--- config.mk ---
export PLATFORM = sky130hd
export DESIGN_NAME = iopc_bitmap_check
export DESIGN_NICKNAME = d
export VERILOG_FILES = /design/src/design/iopc_pkg.sv /design/src/design/iopc_bitmap_check.sv
export SDC_FILE = /design/constraint.sdc
export NUM_CORES = 1
export LEC_CHECK = 0
export ABC_AREA = 1
export ABC_CLOCK_PERIOD_IN_PS = 6610
export BUFFER_PORTS_ARGS = -buffer_cell sky130_fd_sc_hd__buf_2
export CORE_MARGIN = 5
export CORE_UTILIZATION = 56
export DETAILED_ROUTE_END_ITERATION = 10
export PLACE_DENSITY_LB_ADDON = 0.05
export SLEW_MARGIN = 5
export SYNTH_ARGS = -nofsm -noshare
export SYNTH_HDL_FRONTEND = slang
export SYNTH_SLANG_ARGS = --single-unit
--- constraint.sdc ---
create_clock -name vclk -period 6.61
set_clock_uncertainty 0.1 [all_clocks]
set_input_delay 0.661 -clock vclk [all_inputs]
set_output_delay 0.661 -clock vclk [all_outputs]
set_load 0.01 [all_outputs]
--- src/design/iopc_pkg.sv ---
// shared types and constants for the port access checker
package iopc_pkg;

  ////////////////////////////////////////////////////////////////////////////
  // port space
  localparam int IOPC_PORT_W = 16;
  localparam logic [16:0] IOPC_PORT_LAST = 17'h0FFFF;
  localparam int IOPC_MAP_IDX_LSB = 3;
  localparam logic [7:0] IOPC_BYTE_ALL_SET = 8'hFF;

  ////////////////////////////////////////////////////////////////////////////
  // privilege and reset values
  localparam logic [1:0] IOPC_PRIV_TOP = 2'h0;
  localparam logic [1:0] IOPC_THR_RST = 2'h0;
  localparam logic IOPC_IRQ_RST = 1'b0;

  ////////////////////////////////////////////////////////////////////////////
  // operations and element sizes
  typedef enum logic [2:0] {
    IOPC_OP_PORT_RD,
    IOPC_OP_PORT_WR,
    IOPC_OP_STR_RD,
    IOPC_OP_STR_WR,
    IOPC_OP_IRQ_MASK,
    IOPC_OP_IRQ_UNMASK,
    IOPC_OP_FLAGS_RESTORE,
    IOPC_OP_TRAP_RETURN
  } iopc_op_t;

  typedef enum logic [1:0] {
    IOPC_SZ_8,
    IOPC_SZ_16,
    IOPC_SZ_32
  } iopc_sz_t;

  ////////////////////////////////////////////////////////////////////////////
  // request from the pipeline and cycle toward the port bus
  typedef struct packed {
    iopc_op_t op;
    iopc_sz_t size;
    logic imm_port;
    logic [15:0] imm;
    logic [15:0] port_number_reg;
    logic block_loop_prefix;
    logic [31:0] count;
    logic [31:0] accumulator_reg;
    logic [31:0] source_ptr_reg;
    logic [31:0] dest_ptr_reg;
    logic [1:0] new_threshold;
    logic new_irq_allow;
  } iopc_req_t;

  typedef struct packed {
    logic valid;
    logic write;
    logic io_space;
    logic [15:0] addr;
    iopc_sz_t size;
    logic [31:0] wdata;
  } iopc_pbus_t;

endpackage

--- src/design/iopc_bitmap_check.sv ---
// permission bitmap window test for one port access
module iopc_bitmap_check
  import iopc_pkg::*;
(
  input wire logic [15:0] port,
  input iopc_sz_t size,
  input wire logic [15:0] map_bytes,
  input wire logic [15:0] map_base,
  input wire logic [31:0] seg_limit,
  output logic [31:0] byte_addr,
  output logic no_map,
  output logic deny
);

  logic b0_in;
  logic b1_in;
  logic [15:0] eff;
  logic [15:0] window;
  logic [3:0] mask;
  logic [16:0] last_port;
  logic wraps;

  // byte holding the first port's bit, located from the map base
  assign byte_addr = {16'h0000, map_base} + {19'h00000, port[15:IOPC_MAP_IDX_LSB]};
  assign no_map = ({16'h0000, map_base} >= seg_limit);

  // bytes past the segment limit read as all set
  assign b0_in = (byte_addr <= seg_limit);
  assign b1_in = ((byte_addr + 32'h00000001) <= seg_limit);
  assign eff = {(b1_in ? map_bytes[15:8] : IOPC_BYTE_ALL_SET),
                (b0_in ? map_bytes[7:0] : IOPC_BYTE_ALL_SET)};
  assign window = eff >> port[2:0];

  always_comb
  begin
    mask = 4'h1;
    last_port = {1'b0, port};
    case (size)
      IOPC_SZ_8:
      begin
        mask = 4'h1;
        last_port = {1'b0, port};
      end
      IOPC_SZ_16:
      begin
        mask = 4'h3;
        last_port = {1'b0, port} + 17'h00001;
      end
      IOPC_SZ_32:
      begin
        mask = 4'hF;
        last_port = {1'b0, port} + 17'h00003;
      end
      default:
      begin
        mask = 4'hF;
        last_port = {1'b0, port};
      end
    endcase
  end

  // R19 past top of port space refused
  assign wraps = (last_port > IOPC_PORT_LAST);
  assign deny = no_map | wraps | (|(window[3:0] & mask));

endmodule

Word-level counts from Yosys, hierarchy flattened
Cells that the tools add are included.

word-level totals
  flip-flop bits (word level) = 0
  word-level logic and storage cells = 20
  input bits = 82

operators by class
  $add $sub $neg = 4
  reduce and logical (&&, ||, !) cells = 2
  order comparisons = 4
  shift operators = 1
  bitwise logic cells = 3
  equal/unequal tests = 2
  multiplexer cells = 4

operators with widths
  operator                                               count
  case mux 17 bit (2 select lines)                       1
  >= comparator 16 x 32 -> 1 bit                         1
  less-or-equal comparator 17 x 32 -> 1 bit              1
  less-or-equal comparator 18 x 32 -> 1 bit              1
  adder 17 x 1 -> 18 bit (second input constant)         1
  adder 16 x 1 -> 17 bit (second input constant)         1
  adder 16 x 13 -> 17 bit                                1
  adder 16 x 2 -> 17 bit (second input constant)         1
  > comparator 17 x 16 -> 1 bit (second input constant)  1
  2-to-1 mux 8 bit                                       2
  >> shifter 16 x 3 -> 4 bit                             1
  case mux 4 bit (2 select lines)                        1
  bitwise AND 4 bit                                      1
  OR reduction 4 bit                                     1
  == test 2 x 1 -> 1 bit (second input constant)         1
  == test 2 bit (second input constant)                  1
  zero test 2 bit                                        1
  OR 1 bit                                               2

Logic depth before layout (Yosys ltp)
Gate-level depths: netlist of run 1.

  depth in word-level cells = 8
  gate-level depth with buffers = 30
  gate-level depth less buffers = 30

Worst setup path after synthesis of run 1
No wires, ideal clock.

  kind = in2out
  start = input port[3]
  end = output deny
  slack = 1.799 ns
  arrival = 4.050 ns
  cell stages on the path = 28
  cell sequence = ha_1 inv_1 fa_1 nand3b_1 nand2_2 xor2_1 and3_2 nand3_2 nor2_2 nand4_1 xor2_1 inv_1 ha_1 nand2_1 o21bai_1 a21oi_1 nor2_1 nand2_1 nand2_1 nand2_1 nand2_1 nand2_1 nand3_1 nand3_1 nand2_1 nor2_1 nor2_1 nand2_1

between the ends
  cells in the longest elaborated chain, start to end = 8
  elaborated cells between the ends (all ways) = 15
  classes of those cells = add/sub: 4; order compare: 3; shift: 1; mux: 3; bitwise: 3; reduce/logical: 1

RTL lines
  item                                       line                     text
  start, declared                            iopc_bitmap_check.sv:5   input wire logic [15:0] port,
  adder 16 x 13 -> 17 bit (*)                iopc_bitmap_check.sv:24  assign byte_addr = {16'h0000, map_base} + {19'h00000, port[15:IOPC_MAP_IDX_LSB]};
  via byte_addr[4]                           iopc_bitmap_check.sv:10  output logic [31:0] byte_addr,
  adder 17 x 1 -> 18 bit                     iopc_bitmap_check.sv:29  assign b1_in = ((byte_addr + 32'h00000001) <= seg_limit);
  less-or-equal comparator 18 x 32 -> 1 bit  iopc_bitmap_check.sv:29
  2-to-1 mux 8 bit                           iopc_bitmap_check.sv:30  assign eff = {(b1_in ? map_bytes[15:8] : IOPC_BYTE_ALL_SET),
  >> shifter 16 x 3 -> 4 bit (*)             iopc_bitmap_check.sv:32  assign window = eff >> port[2:0];
  bitwise AND 4 bit (*)                      iopc_bitmap_check.sv:64  assign deny = no_map | wraps | (|(window[3:0] & mask));
  OR reduction 4 bit (*)                     iopc_bitmap_check.sv:64
  OR 1 bit (*)                               iopc_bitmap_check.sv:64
  end, declared                              iopc_bitmap_check.sv:12  output logic deny

The timed path passes the listed nets; every way through them passes the cells marked *.

Worst setup path in the final report of run 1
  start = input port[3]
  end = output deny

between the ends
  cells in the longest elaborated chain, start to end = 8
  elaborated cells between the ends (all ways) = 15
  classes of those cells = add/sub: 4; order compare: 3; shift: 1; mux: 3; bitwise: 3; reduce/logical: 1

RTL lines
  item                                       line
  adder 16 x 13 -> 17 bit                    iopc_bitmap_check.sv:24
  adder 17 x 1 -> 18 bit                     iopc_bitmap_check.sv:29
  less-or-equal comparator 18 x 32 -> 1 bit  iopc_bitmap_check.sv:29
  2-to-1 mux 8 bit                           iopc_bitmap_check.sv:30
  >> shifter 16 x 3 -> 4 bit                 iopc_bitmap_check.sv:32
  bitwise AND 4 bit                          iopc_bitmap_check.sv:64
  OR reduction 4 bit                         iopc_bitmap_check.sv:64
  OR 1 bit (*)                               iopc_bitmap_check.sv:64

Mark *: on every way between the ends. The rest lies on a longest branch, timed or not.

==> results by group, run 1 <==
Setup path
  • Worst Path Required: 5.85 ns
  • Cell occurring most often along the worst timing path: sky130_fd_sc_hd__nand2_1
  • Class of the most critical setup path: in2out
  • Delay of the slowest cell on the worst path: between 0.4 and 0.5 ns
  • Category of the worst setup path launch point: input port
  • Max FO, Critical Path: 6
  • Data arrival, critical path: 4.75 ns
  • Kind of end point of the critical path: output port
  • Master of the slowest instance on the critical path: sky130_fd_sc_hd__xor2_1

STA
  • Transition time at the pin with the least slew margin: ~0.57 ns
  • Final setup violating endpoints: 0
  • Time the worst path needs with I/O delays and setup: 5.51 ns
  • Final count of hold timing violations: 0
  • TNS Setup: 0 ns
  • Unrepaired setup endpoints after global routing: no
  • Count of pins over their slew limit: 0
  • Fin Hold WS: 1.60 ns
  • Final critical-path share of the clock period: between 80% and 90%
  • Post-route worst setup slack: 1.10 ns
  • Fmax: 181 MHz
  • Tightest slew margin relative to the limit: 61.9%

Detailed routing
  • Vias: between 3,000 and 4,000
  • Drt initial violations: 67
  • Detailed-route wire length per cell: ~12 um
  • Total wire length: approximately 7800 um
  • Mean number of vias per cell: 5.02
  • Detailed Routing Iterations Pass 1: 4
  • Remaining design rule violation count: 0
  • Count of antenna-violating nets left after detailed routing: 0

Cells and area
  • Flip-flop and latch count: 0
  • Top library cells by usage in the layout, fill and taps aside: 120 x sky130_fd_sc_hd__nand2_1, 96 x sky130_fd_sc_hd__buf_2, 80 x sky130_fd_sc_hd__inv_1
  • Area taken by flip-flops and latches: 0 um2
  • Commonest non-fill, non-tap cell in the layout: sky130_fd_sc_hd__nand2_1
  • # diodes: 0
  • Layout clock buffer count: 0
  • Filler instances: 513
  • Synth-to-layout area growth: 17.1%
  • Nets: 727
  • Fraction of final layout cells with drive strength greater than 1: around a fifth
  • Post-route cell area: 3440 um2

Global route
  • Global-route usage over all layers: between 20% and 30%
  • Antenna violations before repair: 0
  • Wire length of the first global-routing pass: 12,500 um
  • Vias in the first global route: approximately 3,000
  • Largest net degree at the start of global routing: 14
  • Grt ovf: 0

Power and ir drop
  • Total internal power: around 140 uW
  • Sequential power share: 0%
  • Peak supply drop: a little over 60 uV
  • Clock network power share: 0%
  • Leakage Power: 0.00211 uW
  • Switching Fraction: 61.2%
  • NetSw: 220 uW
  • Combinational group share of total power: 100.0%
  • Power per standard cell area: 104 nW/um2

Placement
  • GP Congestion: 0.894
  • Placed Instance Area: 3440 um2
  • Port bufs: 96
  • Detail Placement HPWL: between 7000 and 8000 um
  • Dpl ws: 1.11 ns

Synthesis
  • Library cells used by synthesis: 44
  • Register area share after synthesis: 0%
  • Count of warnings emitted by yosys: 0
  • Per-instance average area after synthesis: 6.15 um2
  • Instance count of the mapped netlist: 478
  • Area of the mapped netlist: 2940 um2

Clocking
  • Number of hold-repair buffers added at the cts stage: 0
  • Number of buffers inserted to repair setup after CTS: 0
  • Post-CTS sizing: 0

Die
  • Number of top-level pins: roughly 120
  • Number of placement rows: 26
  • Die ar.: 6790 um2
  • Initial standard-cell utilization of the core: 57.5%
  • Chip height: 82.4 um
  • Horizontal die dimension: 82.4 um
  • Placeable core area: 5110 um2

Run status
  • Outcome: completed

Hold path
  • Type of the tightest min-delay check: in2out

Flow run
  • Max-cap check violation count: 0
==> per-stage QoR <==
stage	total power, uW	utilization [%]	std cells
5_1_grt	410	67.4	642
4_1_cts	359	67.4	642
2_1_floorplan	259	-	493
3_3_place_gp	346	67.4	642
6_report	359	67.4	642
3_5_place_dp	357	67.4	642
==> final cells by class <==
type               instances  area [um2]  area share (%)
inverters                 81         304            8.84
well taps                 70        87.6            2.55
multi-input cells        395        2570            74.7
repair buffers            96         480            14.0
==> path summary, 6_finish.rpt <==
path | from | endpoint | slack [ns] | depth (start not counted)
worst min-delay path | seg_limit[17] | no_map | 1.60 | 5
worst max-delay path | port[3] | deny | 1.10 | 29
==> metal layers <==
layer	global-route usage (%)	up-vias	routed length, um
li1	-	1719	-
met1	29.2	1419	3540
met2	43.3	78	3780
met3	0.759	8	382
met4	2.66	0	98
met5	0	-	0
==> power by group through the flow <==
stage          Clock [uW]  Combinational [uW]  Sequential, uW
2_1_floorplan           0                 259               0
5_1_grt                 0                 410               0
3_3_place_gp            0                 346               0
4_1_cts                 0                 359               0
3_5_place_dp            0                 357               0
6_report                0                 359               0
==> cells in the mapped netlist (all sizes together) (4+ instances only) <==
library cell | instances | area (um2)
xnor2 | 7 | 68.8
a31oi | 4 | 31.3
a21oi | 30 | 169
buf | 16 | 118
xor2 | 16 | 178
nand4 | 13 | 81.3
nor2 | 45 | 174
ha | 69 | 863
nand2 | 124 | 475
inv | 80 | 300
nor3 | 5 | 30.0
nand3 | 35 | 180
o21ai | 8 | 43.8
==> critical path, delay by kind of cell <==
family	cells	cell delay [ns]
adder cells (fa/ha/maj)	3	0.87
XOR/XNOR	2	0.63
AND/OR/NAND/NOR	20	2.23
buffers and inverters	4	0.36
==> cell families after synthesis <==
kind of cell               share of synthesized area, %
adders and majority gates                          30.7
and+or+nand+nor                                    35.0
AOI/OAI and AO/OA                                  11.3
buffers and inverters                              14.5
xor gates and xnor gates                           8.39
other                                             0.128
Power figures use the tool's default switching activity.
==> run 2, diff against run 1 <==
--- a/config.mk
+++ b/config.mk
@@ -6,10 +6,10 @@
 export NUM_CORES = 1
 export LEC_CHECK = 0
 export ABC_AREA = 1
-export ABC_CLOCK_PERIOD_IN_PS = 6610
+export ABC_CLOCK_PERIOD_IN_PS = 4800
 export BUFFER_PORTS_ARGS = -buffer_cell sky130_fd_sc_hd__buf_2
 export CORE_MARGIN = 5
-export CORE_UTILIZATION = 56
+export CORE_UTILIZATION = 47
 export DETAILED_ROUTE_END_ITERATION = 10
 export PLACE_DENSITY_LB_ADDON = 0.05
 export SLEW_MARGIN = 5
==> constraint.sdc (replaced) <==
create_clock -name vclk -period 4.8
set_clock_uncertainty 0.1 [all_clocks]
set_input_delay 0.48 -clock vclk [all_inputs]
set_output_delay 0.48 -clock vclk [all_outputs]
set_load 0.01 [all_outputs]
==> results by group, run 2 (synthesis gave the netlist of run 1 again) <==
Cells and area
  • Filler instances: 549 (+7.0%)
  • Top library cells by usage in the layout, fill and taps aside: 112 x sky130_fd_sc_hd__nand2_1, 94 x sky130_fd_sc_hd__buf_2, 79 x sky130_fd_sc_hd__inv_1
  • Fraction of final layout cells with drive strength greater than 1: 31.6% (+11 points)
  • Commonest non-fill, non-tap cell in the layout: sky130_fd_sc_hd__nand2_1
  • Flip-flop and latch count: 0 (unchanged)
  • Non-filler instance count after layout: 680 (+5.9%)
  • Layout clock buffer count: 0 (unchanged)
  • Area taken by flip-flops and latches: 0 um2 (unchanged)
  • Nets: 760 (+4.5%)
  • # diodes: 0 (unchanged)
  • Synth-to-layout area growth: 36.5%

Global route
  • Vias in the first global route: 2,936 (-1.4%)
  • Grt ovf: 0 (unchanged)
  • Global-route usage over all layers: 19.9% (-2.9 points)
  • Largest net degree at the start of global routing: 14 (unchanged)
  • Antenna violations before repair: 0 (unchanged)
  • Wire length of the first global-routing pass: 13,000 um (+4.0%)

Setup path
  • Delay of the slowest cell on the worst path: 0.35 ns (-0.13 ns)
  • Kind of end point of the critical path: output port
  • CP Launch Point: map_base[0]
  • Worst Path Required: 4.22 ns (-1.63 ns)
  • Max FO, Critical Path: 3 (-3)
  • Cell occurring most often along the worst timing path: sky130_fd_sc_hd__nand2_1
  • Data arrival, critical path: 4.20 ns (-0.55 ns)
  • Category of the worst setup path launch point: input port
  • Master of the slowest instance on the critical path: sky130_fd_sc_hd__fa_2
  • Class of the most critical setup path: in2out

Placement
  • Total instance count after detailed placement: 668 (+4.0%)
  • Dpl ws: -0.00541 ns (-1.12 ns)
  • GP Congestion: 0.867 (-3.0%)
  • Detail Placement HPWL: 7370 um (+4.7%)
  • Port bufs: 96 (unchanged)

Die
  • Chip height: 89.1 um (+8.0%)
  • Initial standard-cell utilization of the core: 49.0% (-8.5 points)
  • Number of placement rows: 28 (+7.7%)
  • Placeable core area: 5990 um2 (+17%)
  • Horizontal die dimension: 89.1 um (+8.0%)
  • Number of top-level pins: 116 (unchanged)
  • Die ar.: 7930 um2 (+17%)

Power and ir drop
  • Total design power: 610 uW (+70%)
  • Leakage Power: 0.00232 uW (+9.9%)
  • Peak supply drop: 84.6 uV (+36%)
  • Power per standard cell area: 152 nW/um2 (+46%)

Run status
  • Outcome: completed

STA
  • Final count of hold timing violations: 0 (unchanged)
  • Final critical-path share of the clock period: between 90% and 100%
  • Final setup violating endpoints: 0 (unchanged)
  • Post-route worst setup slack: 0.0206 ns (-1.08 ns)
  • Time the worst path needs with I/O delays and setup: 4.78 ns
  • Fmax: 209 MHz
  • Unrepaired setup endpoints after global routing: yes
  • Count of pins over their slew limit: 0 (unchanged)

Detailed routing
  • Vias: 3,387 (+5.1%)
  • Detailed-route wire length per cell: 12.5 um (+2.9%)
  • Total wire length: 8500 um (+9.0%)
  • Mean number of vias per cell: 4.98 (-0.81%)
  • Count of antenna-violating nets left after detailed routing: 0 (unchanged)
  • Remaining design rule violation count: 0 (unchanged)
  • Detailed Routing Iterations Pass 1: 4 (unchanged)
  • Drt initial violations: 126 (+88%)

Flow run
  • Max-cap check violation count: 0 (unchanged)

Hold path
  • Type of the tightest min-delay check: in2out
  • HP Start: port[3]
[run 2: cell count changes in the layout (fill, tap and decap cells not counted), moves of 6 or more]
cell / change
sky130_fd_sc_hd__buf_4: +27
sky130_fd_sc_hd__buf_6: +6
sky130_fd_sc_hd__ha_1: -10
sky130_fd_sc_hd__ha_2: +6
sky130_fd_sc_hd__nand2_1: -8
sky130_fd_sc_hd__nand2_2: +7
sky130_fd_sc_hd__nor2_1: -6
[run 2: metrics by stage]
stage	utilization [%]	instance area, um2	setup TNS, ns	hold WS, ns
floorplan	-	2990	0	1.01
detailed placement	60.4	3620	-0.00541	1.26
finish	66.9	4010	0	1.21
global placement	60.4	3620	0	1.25
CTS	61.0	3650	0	1.26
global route	66.9	4010	-0.257	1.22
[run 2: layout make-up]
type                            instances  area, um2  share of cell area [%]
Inverter                               81        307                    7.65
Multi-Input combinational cell        395       2830                    70.7
Tap cell                               75       93.8                    2.34
Timing Repair Buffer                  129        776                    19.4
[run 2: path summary, 6_finish.rpt]
path / cells past startpoint / slack, ns / endpoint
setup / recovery: 34 / 0.02 / deny
hold / removal: 3 / 1.21 / byte_addr[0]
[run 2: routing by layer]
layer	routed length [um]	GRT usage, %	vias to the layer above
li1	-	-	1784
met1	3900	28.2	1523
met2	4110	36.0	78
met3	459	0.553	2
met4	31	0	0
met5	0	0	-
[run 2: critical path: cells and delay by family]
kind	cells	cell delay, ns
AOI/OAI and AO/OA	3	0.33
xor gates and xnor gates	1	0.23
adders and majority gates	3	0.75
buffers and inverters	7	0.72
and+or+nand+nor	20	1.67
[run 2: what timing repair did]
| item | in CTS | in global routing |
|---|---|---|
| hold buffers | 0 | 0 |
| setup buffers | 2 | 11 |
| endpoints found under the setup margin | 1 | 1 |
| hold endpoints to repair | 0 | 0 |
| gates resized for setup | 5 | 60 |
| pin swaps | 5 | 41 |
[run 2: where the power goes]
part | leakage [uW] | total, uW | internal [uW] | switching (uW)
logic | 0.00232 | 610 | 266 | 344
clock network | 0 | 0 | 0 | 0
registers | 0 | 0 | 0 | 0
